### src/port_link_pkg.sv
/*
  Shared constants and types for the per-port link mode control block.
  Assumes a single clock domain; no other dependencies.
*/
package port_link_pkg;

  // Speed/duplex selection codes
  typedef enum logic [3:0] {
    SD_AUTO       = 4'h0,
    SD_10_FULL    = 4'h1,
    SD_10_FULL_N  = 4'h2,
    SD_10_HALF    = 4'h3,
    SD_10_HALF_N  = 4'h4,
    SD_100_FULL   = 4'h5,
    SD_100_FULL_N = 4'h6,
    SD_100_HALF   = 4'h7,
    SD_100_HALF_N = 4'h8,
    SD_1000_FULL  = 4'h9,
    SD_1000_FULL_N = 4'hA
  } speed_sel_e;

  // Resolved speed encoding
  localparam logic [1:0] SPEED_10 = 2'h0;
  localparam logic [1:0] SPEED_100 = 2'h1;
  localparam logic [1:0] SPEED_1000 = 2'h2;
  localparam logic [1:0] SPEED_NONE = 2'h3;

  // Ability vector bit positions: {1000F, 100F, 100H, 10F, 10H}
  localparam int ABIL_10H = 0;
  localparam int ABIL_10F = 1;
  localparam int ABIL_100H = 2;
  localparam int ABIL_100F = 3;
  localparam int ABIL_1000F = 4;
  localparam int ABIL_W = 5;
  localparam logic [4:0] ABIL_ALL = 5'h1F;

  // Loopback settings
  localparam logic LOOP_NONE = 1'b0;
  localparam logic LOOP_MAC = 1'b1;

  // Bring-up timing: settle time after a restart, and negotiation timeout
  localparam int CLK_MHZ = 200;
  localparam int SETTLE_US = 10;
  localparam int SETTLE_CYC = SETTLE_US * CLK_MHZ;
  localparam int ANEG_TIMEOUT_US = 100;
  localparam int ANEG_TIMEOUT_CYC = ANEG_TIMEOUT_US * CLK_MHZ;

endpackage : port_link_pkg

### src/port_link_mode_control.sv
/*
  Per-port link mode control: speed/duplex bring-up by negotiation or
  forced setting, pair crossover, flow control selection, port enable
  and MAC loopback.
  Assumes a line front end that reports partner abilities and detected
  line speed, and a buffer that reports a full level.
*/
// What this block does
// - Negotiate common speed/duplex with partner
// - Non-negotiating partner: detected 10/100 speed, half duplex
// - Negotiation off: use configured speed, duplex
// - Full duplex: pause request when buffers fill
// - Half duplex: fake collision when buffers fill
// - No forced gigabit on twisted pair
// - Detect cable type, swap pairs
// - Crossover only in full automatic mode
// - Loopback setting: none or MAC
// - Per-port flow control enable gates both
// - Auto, forced and negotiated speed choices
// - Disabled port passes nothing, link down
`timescale 1ns/1ps
module port_link_mode_control
  import port_link_pkg::*;
#(
  parameter int SETTLE_CYCLES = SETTLE_CYC,
  parameter int ANEG_TIMEOUT_CYCLES = ANEG_TIMEOUT_CYC
) (
  // Clock and reset
  input wire logic clk_sys,
  input wire logic rst,
  // Management configuration
  input wire logic port_enable,
  input wire logic [3:0] speed_sel,
  input wire logic flow_ctrl_en,
  input wire logic loopback_sel,
  // Line front end and buffer status
  input wire logic line_signal,
  input wire logic [1:0] line_speed,
  input wire logic partner_aneg_valid,
  input wire logic [ABIL_W-1:0] partner_abil,
  input wire logic crossed_cable,
  input wire logic buf_full,
  // Line front end control
  output logic aneg_active,
  output logic [ABIL_W-1:0] adv_abil,
  output logic pair_swap,
  output logic mac_loopback,
  output logic tx_enable,
  output logic rx_enable,
  // Flow control
  output logic pause_req,
  output logic collision_force,
  // Link status
  output logic link_up,
  output logic [1:0] link_speed,
  output logic link_full
);

  ////////////////////////////////////////////////////////////////////////
  // Bring-up state machine

  typedef enum logic [2:0] {
    ST_DOWN,
    ST_SETTLE,
    ST_NEGOTIATE,
    ST_FORCED,
    ST_UP
  } link_st_e;

  link_st_e st_q, st_d;  // Link bring-up state
  logic [31:0] cnt_q, cnt_d;  // Settle / timeout counter
  logic [3:0] sel_q;  // Applied speed selection
  logic fc_q;  // Applied flow control enable
  logic en_q;  // Applied port enable
  logic cfg_change;  // Speed, flow control or enable setting changed
  logic up_q, up_d;
  logic [1:0] spd_q, spd_d;
  logic full_q, full_d;
  logic swap_q, swap_d;
  logic aneg_q, aneg_d;
  logic [ABIL_W-1:0] adv_q, adv_d;
  logic loop_q;
  logic txen_q, txen_d;  // Transmit path gate
  logic rxen_q, rxen_d;  // Receive path gate

  // Decoded selection
  logic sel_is_auto;
  logic sel_is_neg;
  logic [1:0] sel_speed;
  logic sel_full;
  logic [ABIL_W-1:0] sel_abil;

  // Resolver outputs
  logic [1:0] res_speed;
  logic res_full;
  logic res_ok;

  ////////////////////////////////////////////////////////////////////////
  // Selection decode

  // Map speed selection onto mode, speed, duplex and advertisement
  always_comb begin
    sel_is_auto = 1'b0;
    sel_is_neg = 1'b1;
    sel_speed = SPEED_10;
    sel_full = 1'b0;
    sel_abil = '0;
    case (speed_sel_e'(sel_q))
      SD_AUTO: begin
        sel_is_auto = 1'b1;
        sel_abil = ABIL_ALL;
      end
      SD_10_FULL: begin
        sel_is_neg = 1'b0;
        sel_full = 1'b1;
      end
      SD_10_FULL_N: sel_abil[ABIL_10F] = 1'b1;
      SD_10_HALF: sel_is_neg = 1'b0;
      SD_10_HALF_N: sel_abil[ABIL_10H] = 1'b1;
      SD_100_FULL: begin
        sel_is_neg = 1'b0;
        sel_speed = SPEED_100;
        sel_full = 1'b1;
      end
      SD_100_FULL_N: sel_abil[ABIL_100F] = 1'b1;
      SD_100_HALF: begin
        sel_is_neg = 1'b0;
        sel_speed = SPEED_100;
      end
      SD_100_HALF_N: sel_abil[ABIL_100H] = 1'b1;
      // Forced gigabit is not allowed: negotiate 1000 full only
      SD_1000_FULL: sel_abil[ABIL_1000F] = 1'b1;
      SD_1000_FULL_N: sel_abil[ABIL_1000F] = 1'b1;
      default: begin
        sel_is_auto = 1'b1;
        sel_abil = ABIL_ALL;
      end
    endcase
  end

  // Best common mode with the partner
  ability_resolve u_resolve (
    .local_abil(sel_abil),
    .partner_abil(partner_abil),
    .res_speed(res_speed),
    .res_full(res_full),
    .res_ok(res_ok)
  );

  ////////////////////////////////////////////////////////////////////////
  // Applied settings

  // A change to the speed, flow control or enable setting restarts this port only; loopback does not
  assign cfg_change = (speed_sel != sel_q) || (flow_ctrl_en != fc_q) || (port_enable != en_q);

  // Capture settings every cycle
  always_ff @(posedge clk_sys) begin
    if (rst) begin
      sel_q <= 4'h0;
      fc_q <= 1'b0;
      en_q <= 1'b0;
      loop_q <= LOOP_NONE;
    end else begin
      sel_q <= speed_sel;
      fc_q <= flow_ctrl_en;
      en_q <= port_enable;
      loop_q <= loopback_sel;
    end
  end

  ////////////////////////////////////////////////////////////////////////
  // Link state next values

  always_comb begin
    st_d = st_q;
    cnt_d = cnt_q;
    up_d = up_q;
    spd_d = spd_q;
    full_d = full_q;
    swap_d = swap_q;
    aneg_d = 1'b0;
    adv_d = adv_q;
    case (st_q)
      // Link held down, wait for enable and signal
      ST_DOWN: begin
        up_d = 1'b0;
        spd_d = SPEED_NONE;
        full_d = 1'b0;
        if (en_q && line_signal) begin
          st_d = ST_SETTLE;
          cnt_d = '0;
        end
      end
      // Quiet time, then choose negotiated or forced path
      ST_SETTLE: begin
        cnt_d = cnt_q + 32'h1;
        if (cnt_q >= 32'(SETTLE_CYCLES - 1)) begin
          cnt_d = '0;
          adv_d = sel_abil;
          // Crossover only in full automatic mode
          swap_d = sel_is_auto ? crossed_cable : 1'b0;
          st_d = sel_is_neg ? ST_NEGOTIATE : ST_FORCED;
        end
      end
      // Exchange abilities, or time out on a silent partner
      ST_NEGOTIATE: begin
        aneg_d = 1'b1;
        cnt_d = cnt_q + 32'h1;
        if (partner_aneg_valid && res_ok) begin
          spd_d = res_speed;
          full_d = res_full;
          up_d = 1'b1;
          st_d = ST_UP;
        end else if (cnt_q >= 32'(ANEG_TIMEOUT_CYCLES - 1)) begin
          if (line_speed != SPEED_1000 && line_speed != SPEED_NONE) begin
            spd_d = line_speed;
            full_d = 1'b0;
            up_d = 1'b1;
            st_d = ST_UP;
          end else begin
            st_d = ST_DOWN;
          end
        end
      end
      // Configured values only, no exchange
      ST_FORCED: begin
        spd_d = sel_speed;
        full_d = sel_full;
        up_d = 1'b1;
        st_d = ST_UP;
      end
      // Running; drop on loss of signal
      ST_UP: begin
        if (!line_signal) begin
          st_d = ST_DOWN;
        end
      end
      default: st_d = ST_DOWN;
    endcase
    // Disable or setting change forces a restart
    if (!en_q || cfg_change) begin
      st_d = ST_DOWN;
      up_d = 1'b0;
      spd_d = SPEED_NONE;
      full_d = 1'b0;
      aneg_d = 1'b0;
    end
  end

  // Link state registers
  always_ff @(posedge clk_sys) begin
    if (rst) begin
      st_q <= ST_DOWN;
      cnt_q <= '0;
      up_q <= 1'b0;
      spd_q <= SPEED_NONE;
      full_q <= 1'b0;
      swap_q <= 1'b0;
      aneg_q <= 1'b0;
      adv_q <= '0;
    end else begin
      st_q <= st_d;
      cnt_q <= cnt_d;
      up_q <= up_d;
      spd_q <= spd_d;
      full_q <= full_d;
      swap_q <= swap_d;
      aneg_q <= aneg_d;
      adv_q <= adv_d;
    end
  end

  ////////////////////////////////////////////////////////////////////////
  // Datapath gating

  // Disabled port neither sends nor receives
  always_comb begin
    txen_d = en_q && up_q;
    rxen_d = en_q && up_q;
  end

  // Gate registers
  always_ff @(posedge clk_sys) begin
    if (rst) begin
      txen_q <= 1'b0;
      rxen_q <= 1'b0;
    end else begin
      txen_q <= txen_d;
      rxen_q <= rxen_d;
    end
  end

  ////////////////////////////////////////////////////////////////////////
  // Flow control

  flow_ctrl_gen u_fc (
    .clk_sys(clk_sys),
    .rst(rst),
    .link_up(up_q),
    .full_duplex(full_q),
    .fc_enable(fc_q),
    .buf_full(buf_full),
    .pause_req(pause_req),
    .backpressure(collision_force)
  );

  ////////////////////////////////////////////////////////////////////////
  // Outputs

  assign aneg_active = aneg_q;
  assign adv_abil = adv_q;
  assign pair_swap = swap_q;
  assign mac_loopback = loop_q;
  assign tx_enable = txen_q;
  assign rx_enable = rxen_q;
  assign link_up = up_q;
  assign link_speed = spd_q;
  assign link_full = full_q;

endmodule : port_link_mode_control

### src/ability_resolve.sv
/*
  Picks the best common speed/duplex from two ability vectors.
  Assumes ability bits laid out as in port_link_pkg.
*/
`timescale 1ns/1ps
module ability_resolve
  import port_link_pkg::*;
(
  // Ability vectors
  input wire logic [ABIL_W-1:0] local_abil,
  input wire logic [ABIL_W-1:0] partner_abil,
  // Result
  output logic [1:0] res_speed,
  output logic res_full,
  output logic res_ok
);

  logic [ABIL_W-1:0] common;  // Shared abilities

  // Highest common ability wins
  always_comb begin
    common = local_abil & partner_abil;
    res_ok = 1'b1;
    res_speed = SPEED_NONE;
    res_full = 1'b0;
    if (common[ABIL_1000F]) begin
      res_speed = SPEED_1000;
      res_full = 1'b1;
    end else if (common[ABIL_100F]) begin
      res_speed = SPEED_100;
      res_full = 1'b1;
    end else if (common[ABIL_100H]) begin
      res_speed = SPEED_100;
    end else if (common[ABIL_10F]) begin
      res_speed = SPEED_10;
      res_full = 1'b1;
    end else if (common[ABIL_10H]) begin
      res_speed = SPEED_10;
    end else begin
      res_ok = 1'b0;
    end
  end

endmodule : ability_resolve

### src/flow_ctrl_gen.sv
/*
  Turns a buffer-full level into pause or backpressure requests.
  Assumes inputs synchronous to clk_sys.
*/
`timescale 1ns/1ps
module flow_ctrl_gen
  import port_link_pkg::*;
(
  // Clock and reset
  input wire logic clk_sys,
  input wire logic rst,
  // Controls
  input wire logic link_up,
  input wire logic full_duplex,
  input wire logic fc_enable,
  input wire logic buf_full,
  // Requests
  output logic pause_req,
  output logic backpressure
);

  logic full_q;  // Last buffer-full level
  logic pause_d;
  logic pause_q;
  logic bp_d;
  logic bp_q;

  // Pause pulses on full rising; backpressure holds while full
  always_comb begin
    pause_d = link_up && fc_enable && full_duplex && buf_full && !full_q;
    bp_d = link_up && fc_enable && !full_duplex && buf_full;
  end

  // Register stage
  always_ff @(posedge clk_sys) begin
    if (rst) begin
      full_q <= 1'b0;
      pause_q <= 1'b0;
      bp_q <= 1'b0;
    end else begin
      full_q <= buf_full;
      pause_q <= pause_d;
      bp_q <= bp_d;
    end
  end

  assign pause_req = pause_q;
  assign backpressure = bp_q;

endmodule : flow_ctrl_gen

### config.mk
export PLATFORM = sky130hd
export DESIGN_NAME = port_link_mode_control
export DESIGN_NICKNAME = d
export VERILOG_FILES = /design/src/port_link_pkg.sv /design/src/port_link_mode_control.sv /design/src/ability_resolve.sv /design/src/flow_ctrl_gen.sv
export SDC_FILE = /design/constraint.sdc
export NUM_CORES = 1
export LEC_CHECK = 0
export BUFFER_PORTS_ARGS = -buffer_cell sky130_fd_sc_hd__buf_2
export CORE_MARGIN = 3
export CORE_UTILIZATION = 45
export DETAILED_ROUTE_END_ITERATION = 7
export SLEW_MARGIN = 20
export SYNTH_ARGS = -nofsm -noshare
export SYNTH_HDL_FRONTEND = slang
export SYNTH_SLANG_ARGS = --single-unit
### constraint.sdc
create_clock -name clk_sys -period 3.69 [get_ports clk_sys]
set_input_delay 0 -clock clk_sys [delete_from_list [all_inputs] [get_ports clk_sys]]
set_output_delay 0 -clock clk_sys [all_outputs]
set_load 0.1 [all_outputs]
==> results.cfg, run 1 <==
[sta]
drv_slew = 0
tns_ps = 0
fmax_ghz = 0.405
clock_skew_ps = 6.75
worst_slack_ps = 1220
period_minus_slack_ps = 2470
tightest_slew_ps = 651
grt_setup_unrepaired = false
max_slew_margin = 0.566
fin_crit_sh = 0.669
hold_viol = 0
hold_slack_ps = 29.3
setup_viol = 0

[cells_and_area]
diodes = 0
drive_above_1_share = 0.155
multiInputGateArea_um2 = 1550
nets = 391
fin_util = 0.549
syn_to_final_growth_pct = 17.6
num-fill-cells = 583
final_cell_mix = 57 x dfxtp_1, 53 x nor2_1, 35 x buf_2
final_common_cell = dfxtp_1
regArea_um2 = 1140

[synth]
synth_top_flop_cell = dfxtp_1
synth_fa_ha_area_frac = 0.00450
async_flop_share = 0
yosys.area_share.simple = 0.290
synth-seq-cells = 57
syn_nets = 348
synth.area.mux_share = 0.0216
synth_cell_types = 60
syn_area_um2 = 2780
synth_edf_count = 0
synth_compound_area_frac = 0.126
synth_xor_area_frac = 0.113
synth_top_family_by_area = simple AND/OR/NAND/NOR gates
ys_warn_count = 0
avgSynthCellArea_um2 = 8.50
synth_cells = 327
seq_area_frac_synth = 0.410

[routing]
post_drt_wl_per_cell_um = 13.8
vias = 2364
drc_errors = 0
ant_nets = 0
routed_wirelength_um = 6180
drtPass1Iterations = 4
drtIter0Drc = 128
vias_per_cell = 5.27

[critical_path]
r2r_end = link_speed[0]
crit_chain = o21ai_0, o211ai_2, o2111ai_1, and3_1, o21ai_2, or3b_1, o32a_1
cp_slowest_cell = dfxtp_1
critPathMaxStageDelay_ps = 660
r2r-start = sel_q[3]
crit_family = compound AO/OA/AOI/OAI gates
worstSetupStartpointType = flop
cp.depth = 7
cp-end-kind = flop
worst-path-buf-inv = 0
reg2reg_depth = 7
cp.arrival_ps = 2690
r2r_setup_slack_ps = 1220
cp_max_fo = 18
crit_required_ps = 3910
crit_type = flop to flop

[floorplan]
io_pins = 36
start_util = 0.467
die_x_um = 84.6
dieArea_um2 = 7160
num_rows = 28
core_um2 = 5960
die_height_um = 84.6

[cts]
postCtsResizedCells = 0
postCtsSetupBuffers = 0
clock_latency_ps = 340
cts_inserted_buffers = 9
clock_sinks = 57
clockBufferDepth = 2
holdBufCountCts = 10
root_buffer = clkbuf_8
h-tree-depth = 3
cts.clk_slew.worst_paths_ps = 60
cts_tree = yes

[pwr]
power_density_nw_per_um2 = 398
ir_worst_vdd_mv = 0.245
power_leakage_nw = 1.32
power_mw = 1.30

[job]
drv_cap = 0

[grt]
track_usage = 0.188
grt_pass1_vias = 2273
antenna_found_initial = 0
overflow = 0
grt_max_degree = 33
grt_pass1_wl_um = 10700

[placement]
dp_slack_ps = 1230
place_hpwl_um = 4390
port_buffers = 35
place.gp.congestion = 0.863

[hold_path]
min_to = adv_abil[4]
hp-start = rst
hold_path_depth = 2
hold_class = input pin to flop

[run_status]
status = finished, final reports clean
-- sequential cells by signal, indices dropped and copies added, names as in the netlist --
register and count:
pair_swap 1, u_fc.full_q 1, u_fc.pause_req 1, link_up 1, aneg_active 1, adv_abil 5
rx_enable 1, link_full 1, mac_loopback 1, en_q 1, sel_q 4, u_fc.backpressure 1
link_speed 2, cnt_q 32, fc_q 1, st_q 3
-- Yosys cell counts, types with 3 or more instances --
| cell | instances | share of area |
|---|---|---|
| mux2i_1 | 6 | 0.022 |
| o21bai_1 | 3 | 0.0081 |
| dfxtp_1 | 57 | 0.41 |
| nor2b_1 | 13 | 0.029 |
| and4_1 | 4 | 0.013 |
| buf_4 | 3 | 0.0081 |
| buf_2 | 3 | 0.0054 |
| and3_1 | 11 | 0.025 |
| nand2_1 | 30 | 0.041 |
| xor2_1 | 31 | 0.098 |
| nand4_1 | 9 | 0.020 |
| nand3_1 | 15 | 0.027 |
| clkbuf_1 | 5 | 0.0068 |
| nor3_1 | 5 | 0.0090 |
| nor2_1 | 53 | 0.072 |
| xnor2_1 | 5 | 0.016 |
| a21oi_1 | 11 | 0.020 |
| nor4_1 | 5 | 0.011 |
| inv_1 | 5 | 0.0068 |
| o21ai_0 | 6 | 0.011 |
-- worst max path at each step --
stage,from,to,slack (ps)
after floorplan,cnt_q[0],link_speed[0],1530
after global placement,sel_q[1],link_speed[0],1260
after detailed placement,sel_q[1],link_speed[0],1230
after CTS,sel_q[1],link_speed[0],1220
after global routing,st_q[0],cnt_q[13],1000
final,sel_q[3],link_speed[0],1220
-- metrics by stage --
step	cell area (um^2)	cells
after CTS	3270	449
after floorplan	2780	327
final	3270	449
after global routing	3270	449
after detailed placement	2970	424
after global placement	2970	424
-- kinds of logic (layout without fill, tap and decap cells) --
family                     after synthesis  count (layout)
and+or+nand+nor                        160             160
DFF                                     57              57
AOI/OAI and AO/OA                       49              49
xor gates and xnor gates                36              36
buffers and inverters                   18              65
muxes                                    6               6
adders and majority gates                1               1
-- routing by layer --
metal | up-vias | GRT usage | wire, um
li1 | 1226 | - | -
met1 | 1084 | 0.234 | 2860
met2 | 48 | 0.300 | 2930
met3 | 6 | 0.0697 | 323
met4 | 0 | 0.0619 | 72
met5 | - | 0 | 0
-- power by group --
group,switching [mW],internal (mW),leakage [nW]
clock,0.241,0.343,0.102
sequential,0.0108,0.621,0.461
combinational,0.0469,0.0379,0.756
total,0.299,1.00,1.32
-- area by class of cell --
type                    instances  area share
well taps                      75      0.0287
clock inverters                 3      0.0122
multi-input cells             252       0.473
repair buffers                 45      0.0842
clock buffers                  12      0.0475
flip-flops and latches         57       0.349
inverters                       5     0.00574
-- worst register-to-register path, cell delays in order, from the launching register on --
cell       delay [ps]
dfxtp_1           660
o21ai_0           210
o211ai_2          130
o2111ai_1         200
and3_1            230
o21ai_2           170
or3b_1            410
o32a_1            350
Power figures use the tool's default switching activity.
==> run 2: changes to the inputs <==
--- a/config.mk
+++ b/config.mk
@@ -9,6 +9,7 @@
 export CORE_MARGIN = 3
 export CORE_UTILIZATION = 45
 export DETAILED_ROUTE_END_ITERATION = 7
+export PLACE_DENSITY = 0.67
 export SLEW_MARGIN = 20
 export SYNTH_ARGS = -nofsm -noshare
 export SYNTH_HDL_FRONTEND = slang
==> constraint.sdc (replaced) <==
create_clock -name clk_sys -period 2.05 [get_ports clk_sys]
set_input_delay 0 -clock clk_sys [delete_from_list [all_inputs] [get_ports clk_sys]]
set_output_delay 0 -clock clk_sys [all_outputs]
set_load 0.1 [all_outputs]
==> results.cfg, run 2 (synthesis gave the netlist of run 1 again) <==
[critical_path]
critPathLaunch = sel_q[0]
worstSetupStartpointType = flop
critPathMaxStageDelay_ps = 420
r2r-start = sel_q[0]
crit_chain = or3_4, o211ai_4, o2111ai_2, and3_4, o21ai_2, or3b_4, o32a_1
crit_required_ps = 2280
crit_type = flop to flop
r2r_setup_slack_ps = -80
cp_max_fo = 4
cp-end-kind = flop
cp_slowest_cell = or3_4
cp.arrival_ps = 2350
crit_family = simple AND/OR/NAND/NOR gates
worst-path-buf-inv = 0

[floorplan]
num_rows = 28
die_height_um = 84.6
die_x_um = 84.6
io_pins = 36
dieArea_um2 = 7160
core_um2 = 5960
start_util = 0.467

[run_status]
violations = negative setup slack
status = finished, violations left

[cells_and_area]
syn_to_final_growth_pct = 42.6
final_common_cell = buf_4
fin_area_um2 = 3960
nets = 447
top_register = cnt_q
fin_util = 0.666
diodes = 0
largest_reg_flops = 32
drive_above_1_share = 0.364
final_cell_mix = 51 x buf_4, 46 x nor2_1, 42 x dfxtp_1

[sta]
period_minus_slack_ps = 2130
tns_ps = -125
max_slew_margin = 0.664
fin_crit_sh = 1.04
clock_skew_ps = 6.05
hold_viol = 0
setup_viol = 2
worst_slack_ps = -77.9
drv_slew = 0
grt_setup_unrepaired = true
hold_slack_ps = 130
tightest_slew_ps = 500
fmax_ghz = 0.470

[grt]
track_usage = 0.196
grt_pass1_vias = 2516
grt_max_degree = 33
grt_pass1_wl_um = 11400
antenna_found_initial = 0
overflow = 0

[placement]
place_hpwl_um = 4830
postPlaceCellArea_um2 = 3380
port_buffers = 35
place.gp.congestion = 0.946

[hold_path]
hold_class = input pin to flop
hp-start = line_speed[0]

[pwr]
ir_worst_vdd_mv = 0.476
power_density_nw_per_um2 = 602
power_mw = 2.39
power_leakage_nw = 1.70

[routing]
routed_wirelength_um = 7320
drtIter0Drc = 202
vias_per_cell = 5.39
ant_nets = 0
post_drt_wl_per_cell_um = 14.5
drc_errors = 0
vias = 2715
drtPass1Iterations = 4

[cts]
cts_tree = yes
root_buffer = clkbuf_8
h-tree-depth = 3
clockBufferDepth = 2
clock_latency_ps = 330
clock_sinks = 57
cts.clk_slew.worst_paths_ps = 60
cts_inserted_buffers = 9

[job]
drv_cap = 0
run 2: cell types whose count changed in the layout (fill, tap and decap cells not counted), sizes merged:
cell	previous run	this run
clkinv	2	3
clkbuf	12	11
dlygate4sd3	10	11
buf	35	89
run 2: path summary, 6_finish.rpt:
path | end | depth (start not counted)
max | link_speed[0] | 7
max reg2reg | link_speed[0] | 7
min reg2reg | u_fc.pause_req | 1
min | link_speed[0] | 4
run 2: cell type report:
| type | count | area, um^2 |
|---|---|---|
| Timing Repair Buffer | 101 | 744 |
| Clock buffer | 10 | 138 |
| Sequential cell | 57 | 1160 |
| Tap cell | 75 | 93.8 |
| Inverter | 5 | 18.8 |
| Fill cell | 483 | 1990 |
| Clock inverter | 4 | 45.0 |
| Multi-Input combinational cell | 252 | 1760 |
run 2: worst register-to-register path, cell delays in order (launching register included):
cell and delay, ps:
dfxtp_1 340, or3_4 420, o211ai_4 90, o2111ai_2 150, and3_4 180, o21ai_2 130, or3b_4 400, o32a_1 320
run 2: metal layers:
layer	wire length (um)	track usage	up-vias
met2	3580	0.305	69
met3	376	0.0500	8
met1	3270	0.260	1293
li1	-	-	1345
met5	0	0	-
met4	85	0.0791	0
run 2: power breakdown:
part	leakage [nW]	internal [mW]	switching (mW)
sequential	0.469	1.12	0.0138
combinational	1.13	0.129	0.126
clock	0.0978	0.574	0.428
total	1.70	1.82	0.568
run 2: through the flow:
stage / cells / worst slack, ps
3_5_place_dp: 472 / -108
6_report: 504 / -77.9
3_3_place_gp: 472 / -66.3
5_1_grt: 504 / -147
2_1_floorplan: 327 / -26.0
4_1_cts: 498 / -48.4
run 2: repair_timing:
action	4_1_cts	5_1_grt
gates cloned	0	2
endpoints found under the setup margin	3	42
hold buffers	11	0
setup buffers	1	4
pin swaps	3	10
hold endpoints to repair	10	0
resized for setup	10	44
==> run 3: changes to the inputs <==
--- a/config.mk
+++ b/config.mk
@@ -10,6 +10,7 @@
 export CORE_UTILIZATION = 45
 export DETAILED_ROUTE_END_ITERATION = 7
 export PLACE_DENSITY = 0.67
+export SKIP_CTS_REPAIR_TIMING = 1
 export SLEW_MARGIN = 20
 export SYNTH_ARGS = -nofsm -noshare
 export SYNTH_HDL_FRONTEND = slang
==> results.cfg, run 3 (synthesis gave the netlist of run 1 again) <==
[cells_and_area]
final_cell_mix = 48 x dfxtp_1, 48 x buf_4, 35 x buf_2
top_register = cnt_q
fin_util = 0.683
fin_area_um2 = 4070
largest_reg_flops = 32
nets = 444
syn_to_final_growth_pct = 46.3
drive_above_1_share = 0.385
num-fill-cells = 467
diodes = 0

[sta]
hold_slack_ps = -8.52
tightest_slew_ps = 458
drv_slew = 0
setup_viol = 23
worst_slack_ps = -107
fin_crit_sh = 1.05
period_minus_slack_ps = 2160
fmax_ghz = 0.464
tns_ps = -784
max_slew_margin = 0.687
clock_skew_ps = 4.22
hold_viol = 1
grt_setup_unrepaired = true

[routing]
drc_errors = 0
post_drt_wl_per_cell_um = 15.1
drtIter0Drc = 203
vias_per_cell = 5.35
routed_wirelength_um = 7550
ant_nets = 0
drtPass1Iterations = 4
vias = 2682

[cts]
clockBufferDepth = 2
root_buffer = clkbuf_8
cts_tree = yes
clock_latency_ps = 330
cts_inserted_buffers = 9
h-tree-depth = 3
clock_sinks = 57
cts.clk_slew.worst_paths_ps = 60

[floorplan]
die_x_um = 84.6
die_height_um = 84.6
core_um2 = 5960
num_rows = 28
io_pins = 36
dieArea_um2 = 7160
start_util = 0.467

[pwr]
ir_worst_vdd_mv = 0.479
power_mw = 2.40
power_leakage_nw = 1.65
power_density_nw_per_um2 = 589

[hold_path]
min_to = pair_swap
hp-start = crossed_cable
hold_path_depth = 4
hold_class = input pin to flop

[job]
drv_cap = 0

[critical_path]
reg2reg_depth = 10
cp-end-kind = flop
cp.arrival_ps = 2340
r2r_end = st_q[1]
crit_required_ps = 2240
crit_type = flop to flop
cp_max_fo = 6
r2r_setup_slack_ps = -110
r2r-start = sel_q[0]
worstSetupStartpointType = flop

[grt]
overflow = 0
grt_pass1_wl_um = 10900
antenna_found_initial = 0
grt_pass1_vias = 2418
grt_max_degree = 33
track_usage = 0.189

[run_status]
violations = negative hold slack, negative setup slack
status = finished, violations left

[placement]
place.gp.congestion = 0.946
port_buffers = 35
place_hpwl_um = 4830
postPlaceCellArea_um2 = 3380
dp_slack_ps = -108
## run 3: cell types whose count changed in the layout (fill, tap and decap cells not counted), sizes merged
| cell | delta |
|---|---|
| dlygate4sd3 | -1 |
| buf | -3 |
| clkbuf | +1 |
## run 3: worst max path at each step
stage	from	end	slack (ps)	cells after the start
final	sel_q[0]	st_q[1]	-110	10
after detailed placement	sel_q[3]	link_speed[0]	-110	7
after global placement	sel_q[1]	link_speed[0]	-70	7
after CTS	sel_q[3]	link_speed[0]	-120	7
after floorplan	cnt_q[1]	link_speed[0]	-30	8
after global routing	sel_q[0]	st_q[1]	-300	10
## run 3: per-stage QoR
stage | hold WS, ps | std cells
floorplan | 71.6 | 327
global placement | 206 | 472
detailed placement | 203 | 472
CTS | -156 | 486
global route | 7.24 | 501
finish | -8.52 | 501
## run 3: per-layer routing
metal  vias up  global-route usage  share of wire
li1       1329                   -              -
met3         8              0.0520          0.047
met5         -                   0              0
met1      1292               0.254           0.46
met4         0              0.0791          0.012
met2        53               0.286           0.49
## run 3: critical path, cell delays in order (launching register included)
cell	delay (ps)
dfxtp_1	330
buf_4	170
nor2_2	180
o211ai_1	130
a31oi_2	220
buf_4	140
nand2_1	60
buf_4	140
nor2_1	100
a21oi_1	60
a2111oi_0	470
## run 3: report_power, final
part           switching (mW)  internal [mW]  total, mW
Sequential             0.0130           1.12       1.13
Clock                   0.427          0.574       1.00
Combinational           0.135          0.130      0.265
Total                   0.575           1.82       2.40
## run 3: final cells by class
class / instances / area (um^2) / area share
inverter: 5 / 18.8 / 0.00461
sequential: 57 / 1150 / 0.284
tap: 75 / 93.8 / 0.0231
timing repair buffer: 98 / 741 / 0.182
clock inverter: 4 / 45.0 / 0.0111
clock buffer: 10 / 138 / 0.0338
multi-input combinational: 252 / 1880 / 0.461
